[config.mk]
export PLATFORM = sky130hd
export DESIGN_NAME = sram_controller_flat
export DESIGN_NICKNAME = d
export VERILOG_FILES = /design/src/sram_pkg.sv /design/src/sram_if.sv /design/src/sram_controller.sv /design/src/sram_fifo.sv /design/src/flat_wrapper.sv
export SDC_FILE = /design/constraint.sdc
export NUM_CORES = 1
export LEC_CHECK = 0
export ABC_CLOCK_PERIOD_IN_PS = 4700
export BUFFER_PORTS_ARGS = -buffer_cell sky130_fd_sc_hd__buf_2
export CAP_MARGIN = 40
export CORE_ASPECT_RATIO = 1.2
export CORE_MARGIN = 2
export CORE_UTILIZATION = 55
export CTS_BUF_LIST = sky130_fd_sc_hd__clkbuf_4
export DETAILED_ROUTE_END_ITERATION = 16
export PLACE_DENSITY = 0.75
export SYNTH_ARGS = -nofsm -noshare
export SYNTH_HDL_FRONTEND = slang
export SYNTH_SLANG_ARGS = --single-unit
[constraint.sdc]
create_clock -name clk_i -period 4.7 [get_ports clk_i]
set_clock_uncertainty 0.1 [all_clocks]
set_input_delay 0.94 -clock clk_i [delete_from_list [all_inputs] [get_ports clk_i]]
set_output_delay 0.94 -clock clk_i [all_outputs]
set_load 0.05 [all_outputs]
[src/sram_pkg.sv]
// Shared constants and types for the burst SRAM link
package sram_pkg;
    localparam int DATA_W_DEF = 36;
    localparam int ADDR_W_DEF = 20;
    localparam int LANE_W_DEF = 9;
    localparam int BURST_W = 2;
    localparam int BURST_LEN = 4;
    localparam int FIFO_DEPTH_DEF = 16;
    localparam logic [1:0] BURST_RST = 2'h0;
    localparam logic [1:0] CNT_RST = 2'h0;

    typedef enum logic [1:0] {
        HS_IDLE = 2'b00,
        HS_ISSUE = 2'b01,
        HS_BURST = 2'b11
    } host_state_e;

    // Next burst offset: linear adds, interleaved xors
    function automatic logic [1:0] burst_next(
        input logic [1:0] start,
        input logic [1:0] step,
        input logic linear
    );
        logic [1:0] r;
        r = linear ? 2'(start + step) : (start ^ step);
        return r;
    endfunction
endpackage

[src/sram_if.sv]
// Pin-level carrier between the SRAM controller and the SRAM device
interface sram_if #(
    parameter int DATA_W = 36,
    parameter int ADDR_W = 20,
    parameter int LANES = 4
);
    logic [ADDR_W-1:0] addr;
    logic chip_select_primary_n;
    logic processor_addr_strobe_n;
    logic controller_addr_strobe_n;
    logic burst_advance_n;
    logic byte_write_enable_n;
    logic global_write_n;
    logic [LANES-1:0] lane_write_n;
    logic output_enable_n;
    logic sleep_request;
    logic linear_order_select_n;
    logic flow_through_select_n;
    logic [DATA_W-1:0] dq_ctl_out;
    logic dq_ctl_oe;
    logic [DATA_W-1:0] dq_dev_out;
    logic [LANES-1:0] dq_dev_oe;
    logic [DATA_W-1:0] dq_to_dev;
    logic [DATA_W-1:0] dq_to_ctl;

    modport dev (
        input addr, chip_select_primary_n, processor_addr_strobe_n,
        input controller_addr_strobe_n, burst_advance_n,
        input byte_write_enable_n, global_write_n, lane_write_n,
        input output_enable_n, sleep_request, linear_order_select_n,
        input flow_through_select_n, dq_to_dev,
        output dq_dev_out, dq_dev_oe
    );
    modport ctl (
        output addr, chip_select_primary_n, processor_addr_strobe_n,
        output controller_addr_strobe_n, burst_advance_n,
        output byte_write_enable_n, global_write_n, lane_write_n,
        output output_enable_n, sleep_request, linear_order_select_n,
        output flow_through_select_n, dq_ctl_out, dq_ctl_oe,
        input dq_to_ctl
    );
endinterface

[src/sram_controller.sv]
// Controller end: queues write words and issues bursts on the pins
module sram_controller
    import sram_pkg::*;
#(
    parameter int DATA_W = DATA_W_DEF,
    parameter int ADDR_W = 8,
    parameter int LANES = 4,
    parameter int FIFO_DEPTH = FIFO_DEPTH_DEF
) (
    // Clock and reset
    input wire logic clk_i,
    input wire logic arst_n_i,
    // Command
    input wire logic cmd_valid_i,
    output logic cmd_ready_o,
    input wire logic cmd_write_i,
    input wire logic [ADDR_W-1:0] cmd_addr_i,
    // Write data stream
    input wire logic wdata_valid_i,
    output logic wdata_ready_o,
    input wire logic [DATA_W-1:0] wdata_i,
    // Read data
    output logic rdata_valid_o,
    output logic [DATA_W-1:0] rdata_o,
    // Modes
    input wire logic linear_i,
    input wire logic sleep_i,
    // Pin side
    sram_if.ctl pins
);
    host_state_e st_q, st_d;
    logic [1:0] beat_q, beat_d;
    logic wr_q, wr_d;
    logic [ADDR_W-1:0] addr_q, addr_d;
    logic fv;
    logic [DATA_W-1:0] fd;
    logic take;
    logic [2:0] rv_q, rv_d;

    sram_fifo #(.WIDTH(DATA_W), .DEPTH(FIFO_DEPTH)) u_fifo (
        .clk_i(clk_i),
        .arst_n_i(arst_n_i),
        .in_valid_i(wdata_valid_i),
        .in_ready_o(wdata_ready_o),
        .in_data_i(wdata_i),
        .out_valid_o(fv),
        .out_ready_i(take),
        .out_data_o(fd)
    );

    // Write burst waits for queued data each beat
    assign take = (st_q != HS_IDLE) && wr_q;
    assign cmd_ready_o = (st_q == HS_IDLE) && !sleep_i;

    always_comb begin
        st_d = st_q;
        beat_d = beat_q;
        wr_d = wr_q;
        addr_d = addr_q;
        case (st_q)
            HS_IDLE: begin
                if (cmd_valid_i && cmd_ready_o) begin
                    st_d = HS_ISSUE;
                    wr_d = cmd_write_i;
                    addr_d = cmd_addr_i;
                    beat_d = 2'h0;
                end
            end
            HS_ISSUE: begin
                if (!wr_q || fv) begin
                    st_d = HS_BURST;
                    beat_d = 2'h1;
                end
            end
            HS_BURST: begin
                if (!wr_q || fv) begin
                    beat_d = 2'(beat_q + 1'b1);
                    if (beat_q == 2'(BURST_LEN - 1)) begin
                        st_d = HS_IDLE;
                    end
                end
            end
            default: st_d = HS_IDLE;
        endcase
    end

    always_ff @(posedge clk_i or negedge arst_n_i) begin
        if (!arst_n_i) begin
            st_q <= HS_IDLE;
            beat_q <= 2'h0;
            wr_q <= 1'b0;
            addr_q <= '0;
        end else begin
            st_q <= st_d;
            beat_q <= beat_d;
            wr_q <= wr_d;
            addr_q <= addr_d;
        end
    end

    // Pin drive; strobe on first beat, advance afterwards
    logic go;
    assign go = (st_q != HS_IDLE) && (!wr_q || fv);
    assign pins.addr = addr_q;
    assign pins.chip_select_primary_n = !go;
    assign pins.processor_addr_strobe_n = 1'b1;
    assign pins.controller_addr_strobe_n = !(go && st_q == HS_ISSUE);
    assign pins.burst_advance_n = !(go && st_q == HS_BURST);
    assign pins.byte_write_enable_n = 1'b1;
    assign pins.lane_write_n = '1;
    assign pins.global_write_n = !(go && wr_q);
    assign pins.output_enable_n = 1'b0;
    assign pins.sleep_request = sleep_i;
    assign pins.linear_order_select_n = !linear_i;
    assign pins.flow_through_select_n = 1'b1;
    assign pins.dq_ctl_out = fd;
    assign pins.dq_ctl_oe = go && wr_q;

    // Pipelined reads return two edges after the access edge
    always_comb begin
        rv_d = {rv_q[1:0], go && !wr_q};
    end
    always_ff @(posedge clk_i or negedge arst_n_i) begin
        if (!arst_n_i) begin
            rv_q <= 3'h0;
            rdata_valid_o <= 1'b0;
            rdata_o <= '0;
        end else begin
            rv_q <= rv_d;
            rdata_valid_o <= rv_q[1];
            rdata_o <= pins.dq_to_ctl;
        end
    end
endmodule

[src/sram_fifo.sv]
// Parameterised valid/ready FIFO in flip-flops
module sram_fifo #(
    parameter int WIDTH = 36,
    parameter int DEPTH = 16
) (
    // Clock and reset
    input wire logic clk_i,
    input wire logic arst_n_i,
    // Fill side
    input wire logic in_valid_i,
    output logic in_ready_o,
    input wire logic [WIDTH-1:0] in_data_i,
    // Drain side
    output logic out_valid_o,
    input wire logic out_ready_i,
    output logic [WIDTH-1:0] out_data_o
);
    localparam int PW = $clog2(DEPTH);
    logic [WIDTH-1:0] mem_q [DEPTH];
    logic [PW-1:0] wr_q, wr_d, rd_q, rd_d;
    logic [PW:0] cnt_q, cnt_d;
    logic push, pop;

    assign in_ready_o = (cnt_q != (PW+1)'(DEPTH));
    assign out_valid_o = (cnt_q != '0);
    assign out_data_o = mem_q[rd_q];
    assign push = in_valid_i && in_ready_o;
    assign pop = out_valid_o && out_ready_i;

    always_comb begin
        wr_d = push ? PW'(wr_q + 1'b1) : wr_q;
        rd_d = pop ? PW'(rd_q + 1'b1) : rd_q;
        cnt_d = cnt_q;
        if (push && !pop) begin
            cnt_d = (PW+1)'(cnt_q + 1'b1);
        end else if (pop && !push) begin
            cnt_d = (PW+1)'(cnt_q - 1'b1);
        end
    end

    always_ff @(posedge clk_i or negedge arst_n_i) begin
        if (!arst_n_i) begin
            wr_q <= '0;
            rd_q <= '0;
            cnt_q <= '0;
        end else begin
            wr_q <= wr_d;
            rd_q <= rd_d;
            cnt_q <= cnt_d;
        end
    end

    always_ff @(posedge clk_i) begin
        if (push) begin
            mem_q[wr_q] <= in_data_i;
        end
    end
endmodule

[src/flat_wrapper.sv]
// flat-port wrapper written by rule: the top's interface ports become plain ports
module sram_controller_flat import sram_pkg::*;
#(
    parameter int DATA_W = DATA_W_DEF,
    parameter int ADDR_W = 8,
    parameter int LANES = 4,
    parameter int FIFO_DEPTH = FIFO_DEPTH_DEF
)
  (clk_i, arst_n_i, cmd_valid_i, cmd_ready_o, cmd_write_i, cmd_addr_i, wdata_valid_i, wdata_ready_o, wdata_i, rdata_valid_o, rdata_o, linear_i, sleep_i, pins_addr, pins_chip_select_primary_n, pins_processor_addr_strobe_n, pins_controller_addr_strobe_n, pins_burst_advance_n, pins_byte_write_enable_n, pins_global_write_n, pins_lane_write_n, pins_output_enable_n, pins_sleep_request, pins_linear_order_select_n, pins_flow_through_select_n, pins_dq_ctl_out, pins_dq_ctl_oe, pins_dq_to_ctl);
  sram_if #(.DATA_W(DATA_W), .ADDR_W(ADDR_W), .LANES(LANES)) pins_i ();
  input wire logic clk_i;
  input wire logic arst_n_i;
  input wire logic cmd_valid_i;
  output logic cmd_ready_o;
  input wire logic cmd_write_i;
  input wire logic [ADDR_W-1:0] cmd_addr_i;
  input wire logic wdata_valid_i;
  output logic wdata_ready_o;
  input wire logic [DATA_W-1:0] wdata_i;
  output logic rdata_valid_o;
  output logic [DATA_W-1:0] rdata_o;
  input wire logic linear_i;
  input wire logic sleep_i;
  output wire logic [$bits(pins_i.addr)-1:0] pins_addr;
  output wire logic [$bits(pins_i.chip_select_primary_n)-1:0] pins_chip_select_primary_n;
  output wire logic [$bits(pins_i.processor_addr_strobe_n)-1:0] pins_processor_addr_strobe_n;
  output wire logic [$bits(pins_i.controller_addr_strobe_n)-1:0] pins_controller_addr_strobe_n;
  output wire logic [$bits(pins_i.burst_advance_n)-1:0] pins_burst_advance_n;
  output wire logic [$bits(pins_i.byte_write_enable_n)-1:0] pins_byte_write_enable_n;
  output wire logic [$bits(pins_i.global_write_n)-1:0] pins_global_write_n;
  output wire logic [$bits(pins_i.lane_write_n)-1:0] pins_lane_write_n;
  output wire logic [$bits(pins_i.output_enable_n)-1:0] pins_output_enable_n;
  output wire logic [$bits(pins_i.sleep_request)-1:0] pins_sleep_request;
  output wire logic [$bits(pins_i.linear_order_select_n)-1:0] pins_linear_order_select_n;
  output wire logic [$bits(pins_i.flow_through_select_n)-1:0] pins_flow_through_select_n;
  output wire logic [$bits(pins_i.dq_ctl_out)-1:0] pins_dq_ctl_out;
  output wire logic [$bits(pins_i.dq_ctl_oe)-1:0] pins_dq_ctl_oe;
  input wire logic [$bits(pins_i.dq_to_ctl)-1:0] pins_dq_to_ctl;
  assign pins_addr = pins_i.addr;
  assign pins_chip_select_primary_n = pins_i.chip_select_primary_n;
  assign pins_processor_addr_strobe_n = pins_i.processor_addr_strobe_n;
  assign pins_controller_addr_strobe_n = pins_i.controller_addr_strobe_n;
  assign pins_burst_advance_n = pins_i.burst_advance_n;
  assign pins_byte_write_enable_n = pins_i.byte_write_enable_n;
  assign pins_global_write_n = pins_i.global_write_n;
  assign pins_lane_write_n = pins_i.lane_write_n;
  assign pins_output_enable_n = pins_i.output_enable_n;
  assign pins_sleep_request = pins_i.sleep_request;
  assign pins_linear_order_select_n = pins_i.linear_order_select_n;
  assign pins_flow_through_select_n = pins_i.flow_through_select_n;
  assign pins_dq_ctl_out = pins_i.dq_ctl_out;
  assign pins_dq_ctl_oe = pins_i.dq_ctl_oe;
  assign pins_i.dq_to_ctl = pins_dq_to_ctl;
  sram_controller #(.DATA_W(DATA_W), .ADDR_W(ADDR_W), .LANES(LANES), .FIFO_DEPTH(FIFO_DEPTH)) u_core (.clk_i(clk_i), .arst_n_i(arst_n_i), .cmd_valid_i(cmd_valid_i), .cmd_ready_o(cmd_ready_o), .cmd_write_i(cmd_write_i), .cmd_addr_i(cmd_addr_i), .wdata_valid_i(wdata_valid_i), .wdata_ready_o(wdata_ready_o), .wdata_i(wdata_i), .rdata_valid_o(rdata_valid_o), .rdata_o(rdata_o), .linear_i(linear_i), .sleep_i(sleep_i), .pins(pins_i));
endmodule
## After elaboration in Yosys (flattened, before gate mapping)

Memories as Yosys holds them, arrays and structs flattened.
Cells that the tools add are included.

| operators by class | value |
|---|---|
| equal/unequal tests | 8 |
| multiplexer cells | 13 |
| reduce and logical (&&, ||, !) cells | 30 |
| $add $sub $neg | 5 |

Operator list:

| kind | count |
|---|---|
| 2-bit two-way mux | 7 |
| 1-bit logical AND | 12 |
| 2-bit case mux with 3 select lines | 2 |
| 5-bit two-way mux | 2 |
| 1-bit logical NOT | 9 |
| 4-bit by 1-bit adder with 4-bit output (second input constant) | 2 |
| 4-bit AND reduction | 2 |
| 2-bit by 1-bit inequality test with 1-bit output (second input constant) | 3 |
| 5-bit by 1-bit adder with 5-bit output (second input constant) | 1 |
| 5-bit inequality test (second input constant) | 1 |
| 5-bit nonzero test | 1 |
| 5-bit by 1-bit subtractor with 5-bit output (second input constant) | 1 |
| 2-bit == test (second input constant) | 2 |
| 2-bit nonzero test | 2 |
| 3-bit nonzero test | 1 |
| 2-bit by 1-bit adder with 2-bit output (second input constant) | 1 |
| 2-bit by 1-bit == test with 1-bit output (second input constant) | 1 |
| 2-bit logical NOT | 1 |
| 1-bit two-way mux | 2 |
| 2-bit inequality test (second input constant) | 1 |
| 2-bit AND reduction | 1 |
| 1-bit logical OR | 1 |

| storage, ports and cells | value |
|---|---|
| memories | 1 |
| input port bits | 87 |
| output and inout port bits | 98 |
| bits in writable memories | 576 |
| bits in registers | 65 |

Memories:

| memory | words | bits a word | read ports | clocked after Yosys merged registers in | write ports | line | RTL |
|---|---|---|---|---|---|---|---|
| u_core.u_fifo.mem_q | 16 | 36 | 1 | 0 | 1 | sram_fifo.sv:19 | `logic [WIDTH-1:0] mem_q [DEPTH];` |

## Depth between registers and ports, before layout

Gate-level depths: netlist (run 1).

| logic depth | value |
|---|---|
| depth after elaboration | 6 |
| mapped depth | 11 |

## By module

Synthesis (run 1) repeated with hierarchy kept, for this count alone.

| unflattened totals | value |
|---|---|
| cell total of the unflattened synthesis | 1221 |
| area total of the unflattened synthesis | 24548.5 sq um |

By module, submodules not included:

| module | times used | cells each | seq. area each (sq um) | area each (sq um) |
|---|---|---|---|---|
| sram_fifo | 1 | 1119 | 17621.9 | 22861.9 |
| sram_controller | 1 | 102 | 1301.2 | 1686.6 |

## Worst setup path after synthesis (run 1)

OpenSTA, ideal clock, no wires.

| timing | value |
|---|---|
| path type | input -> register |
| start point | input wdata_valid_i |
| end point | memory u_core.u_fifo.mem_q[3][0] (enable) |
| required time | 4126 ps |
| library setup time | 474 ps |
| path buffers | 0 |
| arrival | 3912 ps |
| cell stages on the path | 3 |
| setup slack | 214 ps |
| path through | a21boi_2 > nand2_1 > nor3_1 |

| between the ends | value |
|---|---|
| word-level cells in the longest chain between the ends | 3 |

Ends and longest elaborated chain:

| item | line | RTL |
|---|---|---|
| from (decl) | flat_wrapper.sv:17 | `input wire logic wdata_valid_i;` |
| 1-bit logical AND | sram_fifo.sv:27 | `assign push = in_valid_i && in_ready_o;` |
| 1-bit two-way mux | sram_fifo.sv:54 | `if (push) begin` |
| 1-bit two-way mux (not written as such) | sram_fifo.sv:55 | `mem_q[wr_q] <= in_data_i;` |
| to (decl) | sram_fifo.sv:19 |  |

No other way between the ends.

## Worst setup path after layout (run 1)

| timing | value |
|---|---|
| start point | register u_core.u_fifo.rd_q[1] |
| end point | output pins_dq_ctl_out[0] |

| between the ends | value |
|---|---|
| word-level cells in the longest chain between the ends | 1 |

Ends and longest elaborated chain:

| item | line | RTL |
|---|---|---|
| from (decl) | sram_fifo.sv:20 | `logic [PW-1:0] wr_q, wr_d, rd_q, rd_d;` |
| from (signal assigned) | sram_fifo.sv:48 | `rd_q <= rd_d;` |
| memory 16 x 36 bit | n/a |  |
| to (decl) | flat_wrapper.sv:36 | `output wire logic [$bits(pins_i.dq_ctl_out)-1:0] pins_dq_ctl_out;` |

No other way between the ends.

==> results.cfg, run 1 <==
[clock_tree]
cts_made_buffers = 150
clkLatencyLatePin_ns = 0.83
cts_max_level = 4
clock-root-buffer = clkbuf_4
cts_sinks = 641
post_cts_buffers = 0
path_clk_slew_ns = 0.07
clockBufferDepth = 3
post_cts_resized = 0
cts_hold_repair.buffers = 1
cts_tree = built

[sta]
worstMarginPinSlew_ns = 0.8819
period_share = 0.9382
slew_viol_final = 0
relSlewSlack = 0.4107
setup_viol = 0
rsz0062_at_grt = false
fmax_ghz = 0.2268
setup_tns_ns = 0
finalHoldViolations = 0
layout_setup_ws_ns = 0.2903
period_needed_ns = 4.410

[yosys]
netlist_area_sq_um = 24490
synth_edf_count = 576
synth_top_cell_by_area = edfxtp_1
synth_cell_type_count = 41
avgSynthCellArea_sq_um = 20.09
synthCells = 1219
netlist.area_leader.share = 0.7062
synth_top_cells_by_area = edfxtp_1 (71%), dfrtp_1 (6.6%), mux4_2 (6.6%), mux2i_1 (6.0%), a221oi_1 (1.9%)
synth_warnings = 0
synthFlopType = edfxtp_1
seq_area_frac_synth = 0.7726
synth-async-reset-ratio = 0.1014
synth-seq-cells = 641

[place]
dp_cells = 1931
pre_cts_ws_ns = 1.126
place_congestion = 0.7565
dpl_cell_area_sq_um = 26300
io_buffer_count = 176
hpwl_mm = 29.44

[grt]
grt_pass1_vias = 13571
grt_pass1_wl_mm = 78.53
antenna_found_initial = 4
grt_max_degree = 51
gr-usage-all-layers = 0.2305
grt.overflow.total = 0

[detailed_routing]
routedWlPerCell_microns = 23.78
wirelength_mm = 52.20
vias = 12959
drc = 0
firstDrtPassIters = 5
via_per_inst = 5.904
drt_iter0_drc = 986
ant_nets = 0

[hold_path]
hp-class = primary input to register

[power]
vdd.ir_drop.worst_mv = 0.4304
leakagePower_nw = 10.21
finalPower_mw = 18.26
power_density_nw_per_um2 = 645.4

[worst_setup_path]
crit_arrival_ns = 3.37
path_max_fanout = 50
crit_type = register to output pin
startpoint_type = register
cp-end-kind = output pin
required_ns = 3.66

[floorplan]
die_area_sq_um = 46240
core_sq_um = 43930
ioPinCount = 185
initial_core_util = 0.5575
row_count = 84
fp.dieH_microns = 235.2
die_x_microns = 196.6

[cells_and_area]
instances_no_fill = 2195
regArea_sq_um = 18930
final_area_sq_um = 28300
drive_gt1_frac = 0.3615
fill_cells = 3011
layout_commonest_cell = edfxtp_1
multi_input_area_sq_um = 5239
syn2layout_area_growth_pct = 15.53
nets = 1623
final_cell_mix = edfxtp_1 (576), clkbuf_4 (231), buf_2 (176), mux2i_1 (146), mux4_2 (72)

[flow_run]
drv_cap = 0

[run_status]
status = completed
[sequential cells by signal (all words and copies together) (netlist names)]
name / cells
u_core.beat_q: 2
u_core.pins.addr: 8
u_core.rdata_o: 36
u_core.rdata_valid_o: 1
u_core.rv_q: 2
u_core.st_q: 2
u_core.u_fifo.cnt_q: 5
u_core.u_fifo.mem_q: 576
u_core.u_fifo.rd_q: 4
u_core.u_fifo.wr_q: 4
u_core.wr_q: 1
[power by group]
group	internal, mW	switching, mW
clock	2.50	2.04
sequential	6.87	0.376
combinational	2.18	4.30
[synth_stat cells (2+ instances only)]
| master | instances |
|---|---|
| xnor2_1 | 9 |
| mux2_2 | 10 |
| buf_4 | 22 |
| o21ai_0 | 36 |
| nand2b_1 | 2 |
| nand2_1 | 54 |
| ha_1 | 10 |
| nand3_1 | 3 |
| buf_2 | 14 |
| a221oi_1 | 54 |
| mux4_2 | 72 |
| a21o_1 | 2 |
| edfxtp_1 | 576 |
| a22oi_1 | 36 |
| dfrtp_1 | 65 |
| mux2i_1 | 146 |
| buf_1 | 12 |
| buf_6 | 8 |
| inv_1 | 8 |
| o21ai_1 | 5 |
| nor2_1 | 16 |
| clkbuf_1 | 17 |
| conb_1 | 2 |
| nor3_1 | 4 |
| a221oi_2 | 18 |
| a21oi_1 | 3 |
[through the flow]
step | hold slack, ns | utilization
finish | 0.1128 | 0.6441
detailed placement | 0.2386 | 0.5986
global route | 0.004902 | 0.6440
CTS | 0.02030 | 0.6439
global placement | 0.2344 | 0.5972
floorplan | 0.2312 | -
[per-layer routing]
metal	vias up	routed length [microns]	track usage
li1	5694	-	-
met1	6573	20380	0.2904
met2	600	26750	0.3847
met3	90	4025	0.06117
met4	2	1029	0.09045
met5	-	13	0
[final timing paths]
check	start	to	slack, ns	depth (start not counted)
worst max-delay path	u_core.u_fifo.rd_q[1]	pins_dq_ctl_out[0]	0.29	5
worst min-delay path	pins_dq_to_ctl[16]	u_core.rdata_o[16]	0.11	1
worst max register to register	u_core.u_fifo.cnt_q[0]	u_core.u_fifo.cnt_q[4]	1.77	10
worst min register to register	u_core.rv_q[1]	u_core.rdata_valid_o	0.25	0
max in group asynchronous	arst_n_i	u_core.rdata_o[9]	3.02	3
min in group asynchronous	arst_n_i	u_core.u_fifo.rd_q[2]	0.56	2
[area by class of cell]
type	instances	share of cell area
sequential	641	0.6691
multi-input combinational	501	0.1851
clock buffer	231	0.06129
timing repair buffer	222	0.04961
tap	559	0.02472
clock inverter	28	0.008623
inverter	9	0.001194
antenna	4	0.0003537
[kinds of logic (layout without fill, tap and decap cells)]
group,Yosys count,count (layout),synth area share
flip-flops,641,641,0.7726
multiplexers,228,228,0.1305
AO/OA/AOI/OAI,158,158,0.05257
AND/OR/NAND/NOR,86,86,0.01522
buffers and inverters,83,490,0.01931
adder cells (fa/ha/maj),11,11,0.005926
XOR/XNOR,10,10,0.003576
other,2,12,0.0003066
[worst max-delay path, cell delays in order, from the launching register on]
cell     delay (ns)
dfrtp_4        0.75
buf_4          0.78
mux4_2         0.43
a22oi_1        0.23
nand2_1        0.08
buf_2          0.22
Power figures use the tool's default switching activity.
==> inputs of run 2 (changes only) <==
Settings changed: CORE_UTILIZATION 55 to 25, PLACE_DENSITY 0.75 to 0.41.
==> run 2 against run 1 <==
Net effect:
- clock power rose by 5.1%
- register-to-register slack got worse by 0.33 ns
- critical path type unchanged
- cell area rose by 5.4%
- first-iteration DRC count fell by 32%
- cell count rose by 36%
- highest routed layer unchanged
- die area rose by 120%
- count of clock-buffer cells in the layout fell by 1
- fmax rose by 1.9%
- hold slack improved by 0.10 ns
- setup slack improved by 0.083 ns
- sequential power fell by 1%
==> results.cfg, run 2 (synthesized netlist as in run 1, its figures left out) <==
[grt]
grt_busiest_layer = met2
use_met1 = 0.1587
grt_max_degree = 45
grt_pass1_vias = 14511
grt.overflow.total = 0
antenna_found_initial = 8
grt_use_met2 = 0.2244
grt_pass1_wl_mm = 95.60
gr-usage-met3 = 0.04106
gr-usage-all-layers = 0.1325

[floorplan]
row_count = 125
ioPinCount = 185
die_area_sq_um = 100500
core_sq_um = 96970
die_x_microns = 289.7
fp.dieH_microns = 346.9
initial_core_util = 0.2526

[cells_and_area]
syn2layout_area_growth_pct = 21.78
largest-register = u_core.u_fifo.mem_q
largest_reg_flops = 576
layout_commonest_cell = edfxtp_1
final_cell_mix = edfxtp_1 (576), clkbuf_4 (230), buf_2 (176), mux2i_1 (146), mux4_2 (72)
regArea_sq_um = 18930
multi_input_area_sq_um = 5239
fill_cells = 9534
final_area_sq_um = 29830
drive_gt1_frac = 0.3508
nets = 1688

[sta]
finalHoldViolations = 0
fmax_ghz = 0.2311
layout_setup_ws_ns = 0.3734
worstMarginPinSlew_ns = 0.8520
setup_viol = 0
slew_viol_final = 0
setup_tns_ns = 0
rsz0062_at_grt = false
period_needed_ns = 4.327
period_share = 0.9206
relSlewSlack = 0.4320

[detailed_routing]
wirelength_mm = 65.54
via_per_inst = 4.401
drt_iter0_drc = 672
ant_nets = 0
routedWlPerCell_microns = 21.92
vias = 13158
firstDrtPassIters = 5
drc = 0

[clock_tree]
cts_sinks = 641
post_cts_resized = 0
clkLatencyLatePin_ns = 0.97
clockBufferDepth = 3
cts_made_buffers = 165
clock-root-buffer = clkbuf_4
cts_max_level = 4
cts_tree = built
path_clk_slew_ns = 0.07

[hold_path]
hp-class = primary input to register
min_delay_path_depth = 1

[worst_setup_path]
path_max_fanout = 16
startpoint_type = register
cp-end-kind = output pin
required_ns = 3.66
crit_type = register to output pin
crit_arrival_ns = 3.29
rr_worst_depth = 10

[power]
leakagePower_nw = 10.47
power_density_nw_per_um2 = 629.4
vdd.ir_drop.worst_mv = 0.2992

[run_status]
status = completed

[place]
hpwl_mm = 35.59
dpl_cell_area_sq_um = 27210
io_buffer_count = 176
pre_cts_ws_ns = 1.154
place_congestion = 0.6916

[flow_run]
drv_cap = 0
[run 2: cell types whose count changed in the layout (fill, tap and decap cells not counted), sizes merged]
cell,delta
dlygate4sd3,+46
clkinv,+36
buf,+4
clkinvlp,+4
diode,-3
bufinv,-1
clkbuf,-1
inv,-1
[run 2: layout make-up]
class / count / area share
Clock buffer: 230 / 0.05789
Multi-Input combinational cell: 501 / 0.1756
Tap cell: 1270 / 0.05328
Clock inverter: 66 / 0.01300
Sequential cell: 641 / 0.6348
Antenna cell: 1 / 0.00008390
Timing Repair Buffer: 272 / 0.06418
Inverter: 9 / 0.001133
[run 2: final timing paths]
kind | startpoint | to | slack [ns]
max | u_core.u_fifo.rd_q[0] | pins_dq_ctl_out[2] | 0.37
min | wdata_i[2] | u_core.u_fifo.mem_q[10][2] | 0.21
max reg2reg | u_core.st_q[1] | u_core.u_fifo.cnt_q[4] | 1.44
min reg2reg | u_core.rv_q[0] | u_core.rv_q[1] | 0.25
max in group asynchronous | arst_n_i | u_core.u_fifo.rd_q[1] | 3.07
min in group asynchronous | arst_n_i | u_core.rdata_o[26] | 0.47
[run 2: worst max-delay path, cell delays in order (launching register included)]
cell     delay (ns)
dfrtp_4        0.66
buf_4          0.40
buf_4          0.25
mux4_2         0.51
a22oi_1        0.18
nand2_1        0.07
buf_2          0.21
[run 2: metal layers]
layer / vias up / wire length, microns
met4: 10 / 1467
met1: 6767 / 27090
li1: 5842 / -
met3: 130 / 3725
met2: 409 / 33190
met5: - / 60
[run 2: power breakdown]
group / leakage (nW) / internal (mW) / total [mW] / switching [mW]
Clock: 1.23 / 2.49 / 4.77 / 2.28
Sequential: 5.96 / 6.87 / 7.18 / 0.310
Combinational: 3.28 / 2.20 / 6.81 / 4.62
Total: 10.5 / 11.6 / 18.8 / 7.21
[run 2: timing repair]
action,4_1_cts,5_1_grt
hold buffers,47,0
setup buffers,1,0
endpoints found under the hold margin,77,0
endpoints found under the setup margin,1,0
[run 2: through the flow]
step,util,std cells,hold WS (ns),power (mW)
CTS,0.3076,2989,0.04900,19.21
global placement,0.2804,2644,0.2355,14.21
finish,0.3076,2990,0.2131,18.77
global route,0.3076,2990,0.09680,19.87
floorplan,-,1225,0.2312,12.05
detailed placement,0.2806,2645,0.2402,14.25
